<file path="config.mk">
export PLATFORM = sky130hd
export DESIGN_NAME = vim_mapper
export DESIGN_NICKNAME = d
export VERILOG_FILES = /design/src/logic/vim_pkg.sv /design/src/logic/vim_req_if.sv /design/src/logic/vim_mapper.sv /design/src/logic/vim_prio.sv
export VERILOG_INCLUDE_DIRS = /design/src /design/src/logic
export SDC_FILE = /design/constraint.sdc
export NUM_CORES = 1
export LEC_CHECK = 0
export ABC_AREA = 1
export BUFFER_PORTS_ARGS = -buffer_cell sky130_fd_sc_hd__buf_2
export CORE_AREA = 2 2 102 85
export CTS_BUF_LIST = sky130_fd_sc_hd__clkbuf_8
export DETAILED_ROUTE_END_ITERATION = 10
export DIE_AREA = 0 0 104 87
export GPL_TIMING_DRIVEN = 0
export MAX_ROUTING_LAYER = met4
export SLEW_MARGIN = 30
export SYNTH_ARGS = -nofsm -noshare
export SYNTH_HDL_FRONTEND = slang
export SYNTH_SLANG_ARGS = --single-unit
export TNS_END_PERCENT = 50
</file>
<file path="constraint.sdc">
create_clock -name sys_clk -period 3.8 [get_ports sys_clk]
set_input_delay 0.76 -clock sys_clk [delete_from_list [all_inputs] [get_ports sys_clk]]
set_output_delay 0.76 -clock sys_clk [all_outputs]
set_load 0.01 [all_outputs]
</file>
<file path="src/logic/vim_defs.svh">
// constants for the vectored interrupt mapper: source numbers, vector layout, widths
`ifndef VIM_DEFS_SVH
`define VIM_DEFS_SVH

`define VIM_NUM_SRC 14
`define VIM_NUM_W 4
`define VIM_ADDR_W 16
`define VIM_DATA_W 8

`define VIM_SRC_TOP_EXT 4'h0
`define VIM_SRC_TIMEBASE 4'h1
`define VIM_SRC_EXT0_AWU 4'h2
`define VIM_SRC_EXT1_AUXV 4'h3
`define VIM_SRC_EXT2 4'h4
`define VIM_SRC_EXT3 4'h5
`define VIM_SRC_CAN_RX 4'h6
`define VIM_SRC_CAN_TES 4'h7
`define VIM_SRC_SPI 4'h8
`define VIM_SRC_EIGHT_BIT_TIMER 4'h9
`define VIM_SRC_SIXTEEN_BIT_TIMER 4'ha
`define VIM_SRC_LIN2 4'hb
`define VIM_SRC_LIN1 4'hc
`define VIM_SRC_PWM 4'hd

// vector of source 0 lies at the top; each following source sits two bytes lower
`define VIM_VEC_TOP 16'hfffa
`define VIM_VEC_STEP 16'h0002
`define VIM_VEC_LO_OFS 16'h0001

`define VIM_FETCH_IDLE 2'h0
`define VIM_FETCH_HI 2'h1
`define VIM_FETCH_LO 2'h3
`define VIM_FETCH_DONE 2'h2

`endif

</file>
<file path="src/logic/vim_pkg.sv">
// types of the vectored interrupt mapper
package vim_pkg;
  `include "vim_defs.svh"

  typedef enum logic [1:0] {
    VIM_IDLE = `VIM_FETCH_IDLE,
    VIM_HI = `VIM_FETCH_HI,
    VIM_LO = `VIM_FETCH_LO,
    VIM_DONE = `VIM_FETCH_DONE
  } vim_state_t;

  typedef logic [`VIM_NUM_W-1:0] vim_num_t;
endpackage

</file>
<file path="src/logic/vim_req_if.sv">
// request vector and winning source between the mapper and its priority encoder
`timescale 1ns/1ps
interface vim_req_if #(
  parameter int NSRC = 14
);
  logic [NSRC-1:0] req;
  logic [3:0] num;
  logic hit;

  modport enc (
    input req,
    output num,
    output hit
  );

  modport top (
    output req,
    input num,
    input hit
  );
endinterface

</file>
<file path="src/logic/vim_mapper.sv">
// vectored interrupt mapper: source merge, fixed priority, halt wake-up, two-byte vector fetch
`timescale 1ns/1ps
`include "vim_defs.svh"
module vim_mapper
  import vim_pkg::*;
#(
  parameter int NSRC = `VIM_NUM_SRC
) (
  input wire logic sys_clk,
  input wire logic nrst,
  input wire logic top_level_ext_irq,
  input wire logic clock_timebase_source,
  input wire logic ext_line_zero,
  input wire logic auto_wakeup_from_halt,
  input wire logic ext_line_one,
  input wire logic aux_voltage_detector,
  input wire logic ext_line_two,
  input wire logic ext_line_three,
  input wire logic can_rx_irq,
  input wire logic can_tx_irq,
  input wire logic can_err_irq,
  input wire logic can_status_irq,
  input wire logic can_bus_wakeup,
  input wire logic can_sc_clear,
  input wire logic spi_irq,
  input wire logic eight_bit_timer,
  input wire logic sixteen_bit_timer,
  input wire logic lin_serial_two,
  input wire logic lin_serial_one,
  input wire logic serial_receive_pin,
  input wire logic pwm_autoreload_timer,
  input wire logic halt_mode,
  input wire logic active_halt_mode,
  output logic irq_pending,
  output logic [`VIM_NUM_W-1:0] irq_num,
  input wire logic irq_ack,
  output logic fetch_rd,
  output logic [`VIM_ADDR_W-1:0] fetch_addr,
  input wire logic [`VIM_DATA_W-1:0] fetch_data,
  output logic [`VIM_ADDR_W-1:0] handler_addr,
  output logic handler_valid,
  output logic [`VIM_NUM_W-1:0] served_num,
  output logic busy,
  output logic halt_exit
);

  function automatic logic [`VIM_ADDR_W-1:0] vim_vec_addr(input logic [`VIM_NUM_W-1:0] n);
    logic [`VIM_ADDR_W-1:0] ofs;
    ofs = `VIM_ADDR_W'(n) * `VIM_VEC_STEP;
    return `VIM_VEC_TOP - ofs;
  endfunction

  vim_req_if #(.NSRC(NSRC)) rq ();

  vim_prio #(.NSRC(NSRC)) u_prio (
    .rq(rq.enc)
  );

  vim_state_t state_r;
  vim_state_t state_nxt;
  logic sc_pend_r;
  logic sc_pend_nxt;
  logic fetch_rd_r;
  logic [`VIM_ADDR_W-1:0] fetch_addr_r;
  logic [`VIM_ADDR_W-1:0] fetch_addr_nxt;
  logic [`VIM_DATA_W-1:0] hi_byte_r;
  logic [`VIM_ADDR_W-1:0] handler_addr_r;
  logic handler_valid_r;
  logic [`VIM_NUM_W-1:0] served_num_r;
  logic halt_exit_r;

  // state decodes shared by the handshake, the read strobe and the capture registers
  wire st_idle = state_r == VIM_IDLE;
  wire st_lo = state_r == VIM_LO;
  wire st_done = state_r == VIM_DONE;
  wire rd_nxt = (state_nxt == VIM_HI) | (state_nxt == VIM_LO);

  wire in_halt = halt_mode | active_halt_mode;
  // an ack while busy or with nothing pending is dropped; the core must ask again
  wire take = irq_ack & rq.hit & st_idle;

  // shared sources merge their members into one request line
  wire req_src2 = ext_line_zero | auto_wakeup_from_halt;
  wire req_src3 = ext_line_one | aux_voltage_detector;
  // a bus wake-up in halt or active halt is reported as a status change on the shared CAN line
  wire req_src7 = can_tx_irq | can_err_irq | can_status_irq | sc_pend_r;

  // source numbers set priority: index 0 is served first, index 13 last
  wire [NSRC-1:0] req_vec = {
    pwm_autoreload_timer,
    lin_serial_one,
    lin_serial_two,
    sixteen_bit_timer,
    eight_bit_timer,
    spi_irq,
    req_src7,
    can_rx_irq,
    ext_line_three,
    ext_line_two,
    req_src3,
    req_src2,
    clock_timebase_source,
    top_level_ext_irq
  };

  assign rq.req = req_vec;

  // wake sources; peripherals on a stopped clock only get out through their pins
  wire wake_top = top_level_ext_irq;
  wire wake_src2 = ext_line_zero | auto_wakeup_from_halt;
  // the voltage detector shares source 3 but must not end halt
  wire wake_src3 = ext_line_one;
  wire wake_ext = ext_line_two | ext_line_three;
  // CAN data interrupts need the stopped clock; only a bus wake-up gets through
  wire wake_can = can_bus_wakeup;
  // the LIN receiver is stopped too; its receive pin interrupt is the way out
  wire wake_lin = serial_receive_pin;
  wire wake_per = spi_irq | pwm_autoreload_timer;
  // the eight- and sixteen-bit timers and the second serial line have no wake path on purpose
  wire wake_plain = wake_top | wake_src2 | wake_src3 | wake_ext
    | wake_can | wake_lin | wake_per;
  // the time-base clock only runs in active halt, so it cannot wake plain halt
  wire wake_tb = clock_timebase_source & active_halt_mode;
  wire wake_ev = in_halt & (wake_plain | wake_tb);

  assign irq_pending = rq.hit & st_idle;
  assign irq_num = rq.num;
  assign busy = ~st_idle;

  // set wins over clear so a wake-up in halt arriving with the clear is kept
  assign sc_pend_nxt = (in_halt & can_bus_wakeup) | (sc_pend_r & ~can_sc_clear);

  always_comb begin
    state_nxt = state_r;
    fetch_addr_nxt = fetch_addr_r;
    case (state_r)
      VIM_IDLE: begin
        if (take) begin
          state_nxt = VIM_HI;
          fetch_addr_nxt = vim_vec_addr(rq.num);
        end
      end
      VIM_HI: begin
        state_nxt = VIM_LO;
        fetch_addr_nxt = fetch_addr_r + `VIM_VEC_LO_OFS;
      end
      VIM_LO: begin
        state_nxt = VIM_DONE;
      end
      VIM_DONE: begin
        state_nxt = VIM_IDLE;
      end
      default: begin
        state_nxt = VIM_IDLE;
      end
    endcase
  end

  always_ff @(posedge sys_clk) begin
    if (!nrst) begin
      state_r <= VIM_IDLE;
      sc_pend_r <= 1'b0;
      fetch_addr_r <= '0;
      served_num_r <= '0;
      halt_exit_r <= 1'b0;
    end else begin
      state_r <= state_nxt;
      sc_pend_r <= sc_pend_nxt;
      fetch_addr_r <= fetch_addr_nxt;
      halt_exit_r <= wake_ev;
      if (take) begin
        served_num_r <= rq.num;
      end
    end
  end

  // memory answers one cycle after the read strobe
  always_ff @(posedge sys_clk) begin
    if (!nrst) begin
      fetch_rd_r <= 1'b0;
      hi_byte_r <= '0;
      handler_addr_r <= '0;
      handler_valid_r <= 1'b0;
    end else begin
      fetch_rd_r <= rd_nxt;
      handler_valid_r <= st_done;
      // the high byte waits here so handler_addr changes in one step
      if (st_lo) begin
        hi_byte_r <= fetch_data;
      end
      if (st_done) begin
        handler_addr_r <= {hi_byte_r, fetch_data};
      end
    end
  end

  assign fetch_rd = fetch_rd_r;
  assign fetch_addr = fetch_addr_r;
  assign handler_addr = handler_addr_r;
  assign handler_valid = handler_valid_r;
  assign served_num = served_num_r;
  assign halt_exit = halt_exit_r;
endmodule

</file>
<file path="src/logic/vim_prio.sv">
// fixed-priority encoder: lowest source number wins
`timescale 1ns/1ps
module vim_prio
  import vim_pkg::*;
#(
  parameter int NSRC = 14
) (
  vim_req_if.enc rq
);

  function automatic logic [3:0] vim_first(input logic [NSRC-1:0] v);
    logic [3:0] n;
    n = 4'h0;
    // scan from the top so the lowest pending number is written last
    for (int i = NSRC - 1; i >= 0; i--) begin
      if (v[i]) begin
        n = 4'(i);
      end
    end
    return n;
  endfunction

  assign rq.num = vim_first(rq.req);
  assign rq.hit = |rq.req;
endmodule

</file>
# Yosys cells after proc, flatten, opt, wreduce, memory -nomap -nowiden
# Cells that the tools add are included.
[classes]
add_sub_neg = 2
eq_ne = 6
muxes = 18
bitwise = 26
reduce_logical = 4
[ops]
columns = ["op", "n"]
rows = [
  ["4-bit two-way mux", 14],
  ["16-bit one-hot mux with 2 select lines", 1],
  ["1-bit bitwise OR", 17],
  ["16-bit by 1-bit adder with 16-bit output, second input constant", 1],
  ["16-bit two-way mux", 1],
  ["14-bit OR reduction", 1],
  ["2-bit one-hot mux with 4 select lines", 1],
  ["1-bit bitwise AND", 7],
  ["4-bit by 6-bit subtractor with 7-bit output, first input constant", 1],
  ["2-bit equality test, second input constant", 3],
  ["2-bit by 1-bit equality test with 1-bit output, second input constant", 2],
  ["2-bit logical NOT", 1],
  ["2-bit two-way mux", 1],
  ["2-bit by 1-bit inequality test with 1-bit output, second input constant", 1],
  ["1-bit inverter", 2],
  ["2-bit AND reduction", 1],
  ["2-bit nonzero test", 1],
]
[totals]
regBits = 50
in_bits = 34
output_inout_bits = 45
elab_cells = 65

# Depth between registers and ports, before layout
[depth]
depth_word = 17
mapped_depth = 16

# Cells and area by module
# A second synthesis with hierarchy kept.
[hier_totals]
cells_unflattened = 342
area_unflattened_um2 = 2347.3
[modules_own_cells]
columns = ["module", "instances", "cells_per_inst", "area_per_inst_um2", "seq_area_each_um2"]
rows = [
  ["vim_mapper", 1, 302, 2142.1, 980.9],
  ["vim_prio", 1, 40, 205.2, 0.0],
]

# Least setup slack after synthesis
# No wires, ideal clock.
[synth_timing]
path_type = "input-to-output"
startpoint = "in auto_wakeup_from_halt"
endpoint = "out irq_num[2]"
arrival_ns = 1.597
path_slack_ns = 1.443
cell_stages = 4
path_cell_list = "nor2_2 -> nand2_2 -> nor3_4 -> a21boi_0"
[synth_via]
elab_chain_cells = 4
[synth_rtl]
columns = ["element", "line", "text"]
rows = [
  ["start: declaration", "vim_mapper.sv:14", "input wire logic auto_wakeup_from_halt,"],
  ["1-bit bitwise OR", "vim_mapper.sv:83", "wire req_src2 = ext_line_zero | auto_wakeup_from_halt;"],
  ["4-bit two-way mux (3 in series)", "vim_prio.sv:16", "if (v[i]) begin"],
  ["end: declaration", "vim_mapper.sv:35", "output logic [`VIM_NUM_W-1:0] irq_num,"],
]
# Every way passes these cells.

# Final worst setup path
# Ends and elaborated chain as after synthesis.

==> metrics.txt <==
vias in the first global route 2097; Avg Cell Area, Syn 7.21 µm²; Setup Viol. Count Final 0; Layout Nets 446; initial antenna violation count 0; ant diodes 0; Synth Register Bits 49; Worst Setup Start Kind primary input; fin worst setup slack 1.15 ns; Clock Pin Slew Worst Setup and Hold Paths 0.10 ns; deepest clock path buffer count 2; status complete, no violations; worst skew pair latency just over 0.3 ns; Starting Density 28.9%; Core ar. slightly above 8000 µm²; logic gate share of total power 20.2%; final std cells w/o fill 523; clk sink count 49; Synth area leaders dfxtp_1 (42%), nor2_1 (10%), o21ai_0 (9.0%); WL per Instance between 10 and 15 µm; setup bufs post-CTS 0; Worst VDD drop 0.164 mV; Critical Path Sink Type output pin; cts hold-fix bufs 0; Worst EP arrival around 1.9 ns; worst slack, placed 1.15 ns; most frequent cells in the layout buf_2 (78), nor2_1 (64), dfxtp_1 (49); Synth area leader dfxtp_1; Fillers approximately 910; post-route DRC violation count 0; GP Congestion 0.903; clock power share between 20% and 30%; die height 87 µm; Tot GR Track Use between 10% and 20%; Hold Path Class reg2reg; most common cell after layout, fill and taps aside buf_2; Syn Nets roughly 360; WP data required 3.04 ns; post-synth cell types 37; fin. max-slew vios 0; post-DP HPWL slightly below 5000 µm; ANT nets after route 0; via count of the routed design 2307; Slew @ Worst Pin 0.485 ns; grt total ovfl 0; Yosys top cell area share 41.9%; TritonCTS clock tree done; Post-Syn Area 2340 µm²; final design area excluding fillers 2970 µm²; largest net degree at the start of global routing 19; TritonCTS buffer count 5; Clk Tree Root Cell clkbuf_8; Sum Neg Setup Slack 0 ns; RSZ-0062 raised after global routing no; power per standard cell area 389 nW/µm²; CTS HTree Levels 2; number of iterations in the first detailed-routing pass 4; period utilisation layout 69.7%; kind of critical path in2out; Rel. slew slack between 60% and 70%; Sw Share 32.2%; share of cells above drive strength 1 26.0%; Cells after Synth 325; Peak Freq about 380 MHz; Layout area overhead 26.8%; Reg power frac about 51%; max cap viols 0; I/O Pins 79; r2r setup slk 1.95 ns; fin util about 37%; WL final 6130 µm; die area ~9000 µm²; Placed Instances 515; worst-path maximum fanout 3; Pleak 1.45 nW; Worst Skew between 0.015 and 0.02 ns; NetSw 0.373 mW; DRT iter0 DRCs 83; Via density 4.41; PostCTS Resize Cnt 0; Fin. Hold Viols 0; Final Critical Period 2.65 ns; Synthesis Warnings 0; area post-placement around 2900 µm²; design internal power a little under 0.8 mW; sequential share of the synthesized area roughly two fifths; Die X 104 µm; first-pass GRT wire length 9880 µm; # rows 30; port bufs 78
[synth_stat cells]
cell       number
nand3_1        11
nand4_1         1
a21oi_1        17
nor3_4          2
nor4_1          3
clkbuf_1        7
clkbuf_2        1
nor4_2          1
o211ai_1        2
o32ai_1         2
ha_1            2
a2111oi_0       1
and2_1          1
nor2_1         64
a31oi_1         1
nor3_1          4
nor2_4          1
nand2_4         2
xnor2_1         3
o21ai_1         1
nor2_2          6
o211a_1         1
a31oi_4         1
a21boi_0        1
nand3_2         1
nor3b_1         2
o21ai_0        42
dfxtp_1        49
clkinv_1        1
o31ai_1         1
xor2_1          6
buf_6           1
nand2_2         1
inv_1          35
nand2_1        46
inv_2           3
a21oi_2         1
[cell type report]
class / instances / area [µm²] / area share [%]
inverters: 39 / 146 / 4.93
clock inverters: 3 / 28.8 / 0.968
plain buffers: 9 / 42.5 / 1.43
well taps: 112 / 140 / 4.72
repair buffers: 78 / 390 / 13.1
clock buffers: 5 / 68.8 / 2.32
flip-flops and latches: 49 / 981 / 33.0
multi-input cells: 228 / 1170 / 39.5
[final timing paths]
kind,from,end,cells after the start
worst max register to register,sc_pend_r,fetch_addr[4],10
worst min register to register,served_num[2],served_num[2],2
worst min-delay path,served_num[2],served_num[2],2
worst max-delay path,auto_wakeup_from_halt,irq_num[2],6
[metrics by stage]
step / hold WS (ns) / power [mW]
after floorplan: 0.456 / 0.737
after global placement: 0.460 / 0.834
after detailed placement: 0.461 / 0.838
after CTS: 0.477 / 1.17
after global routing: 0.499 / 1.22
final: 0.478 / 1.16
[power groups by stage]
stage / registers (mW) / clock network (mW) / logic [mW]
floorplan: 0.613 / 0 / 0.124
global placement: 0.600 / 0 / 0.234
detailed placement: 0.602 / 0 / 0.236
CTS: 0.590 / 0.346 / 0.237
global route: 0.596 / 0.363 / 0.266
finish: 0.589 / 0.333 / 0.234
[registers in the layout, indices dropped and copies added, names as in the netlist]
signal         count
fetch_addr        16
handler_addr      16
hi_byte_r          8
served_num         4
fetch_rd           1
halt_exit          1
handler_valid      1
sc_pend_r          1
state_r            1
[routing by layer]
layer,routed length [µm],share of wire (%),track usage [%]
met3,442,7.2,4.26
met5,0,0,-
met4,70,1.1,3.56
met1,2960,48,18.1
met2,2660,43,20.9
[critical path, cell delays in order]
cell and delay (ns):
buf_2 0.10, nor2_2 0.15, nand2_2 0.09, nor3_4 0.19
a21boi_0 0.39, buf_2 0.21
[logic make-up after synthesis]
kind of cell,Yosys count,synth area share (%)
xor gates and xnor gates,9,3.36
adders and majority gates,2,1.07
buffers and inverters,48,8.06
DFF,49,41.9
AOI/OAI and AO/OA,71,17.2
and+or+nand+nor,146,28.5
No activity file was read; power rests on OpenSTA's default activity.
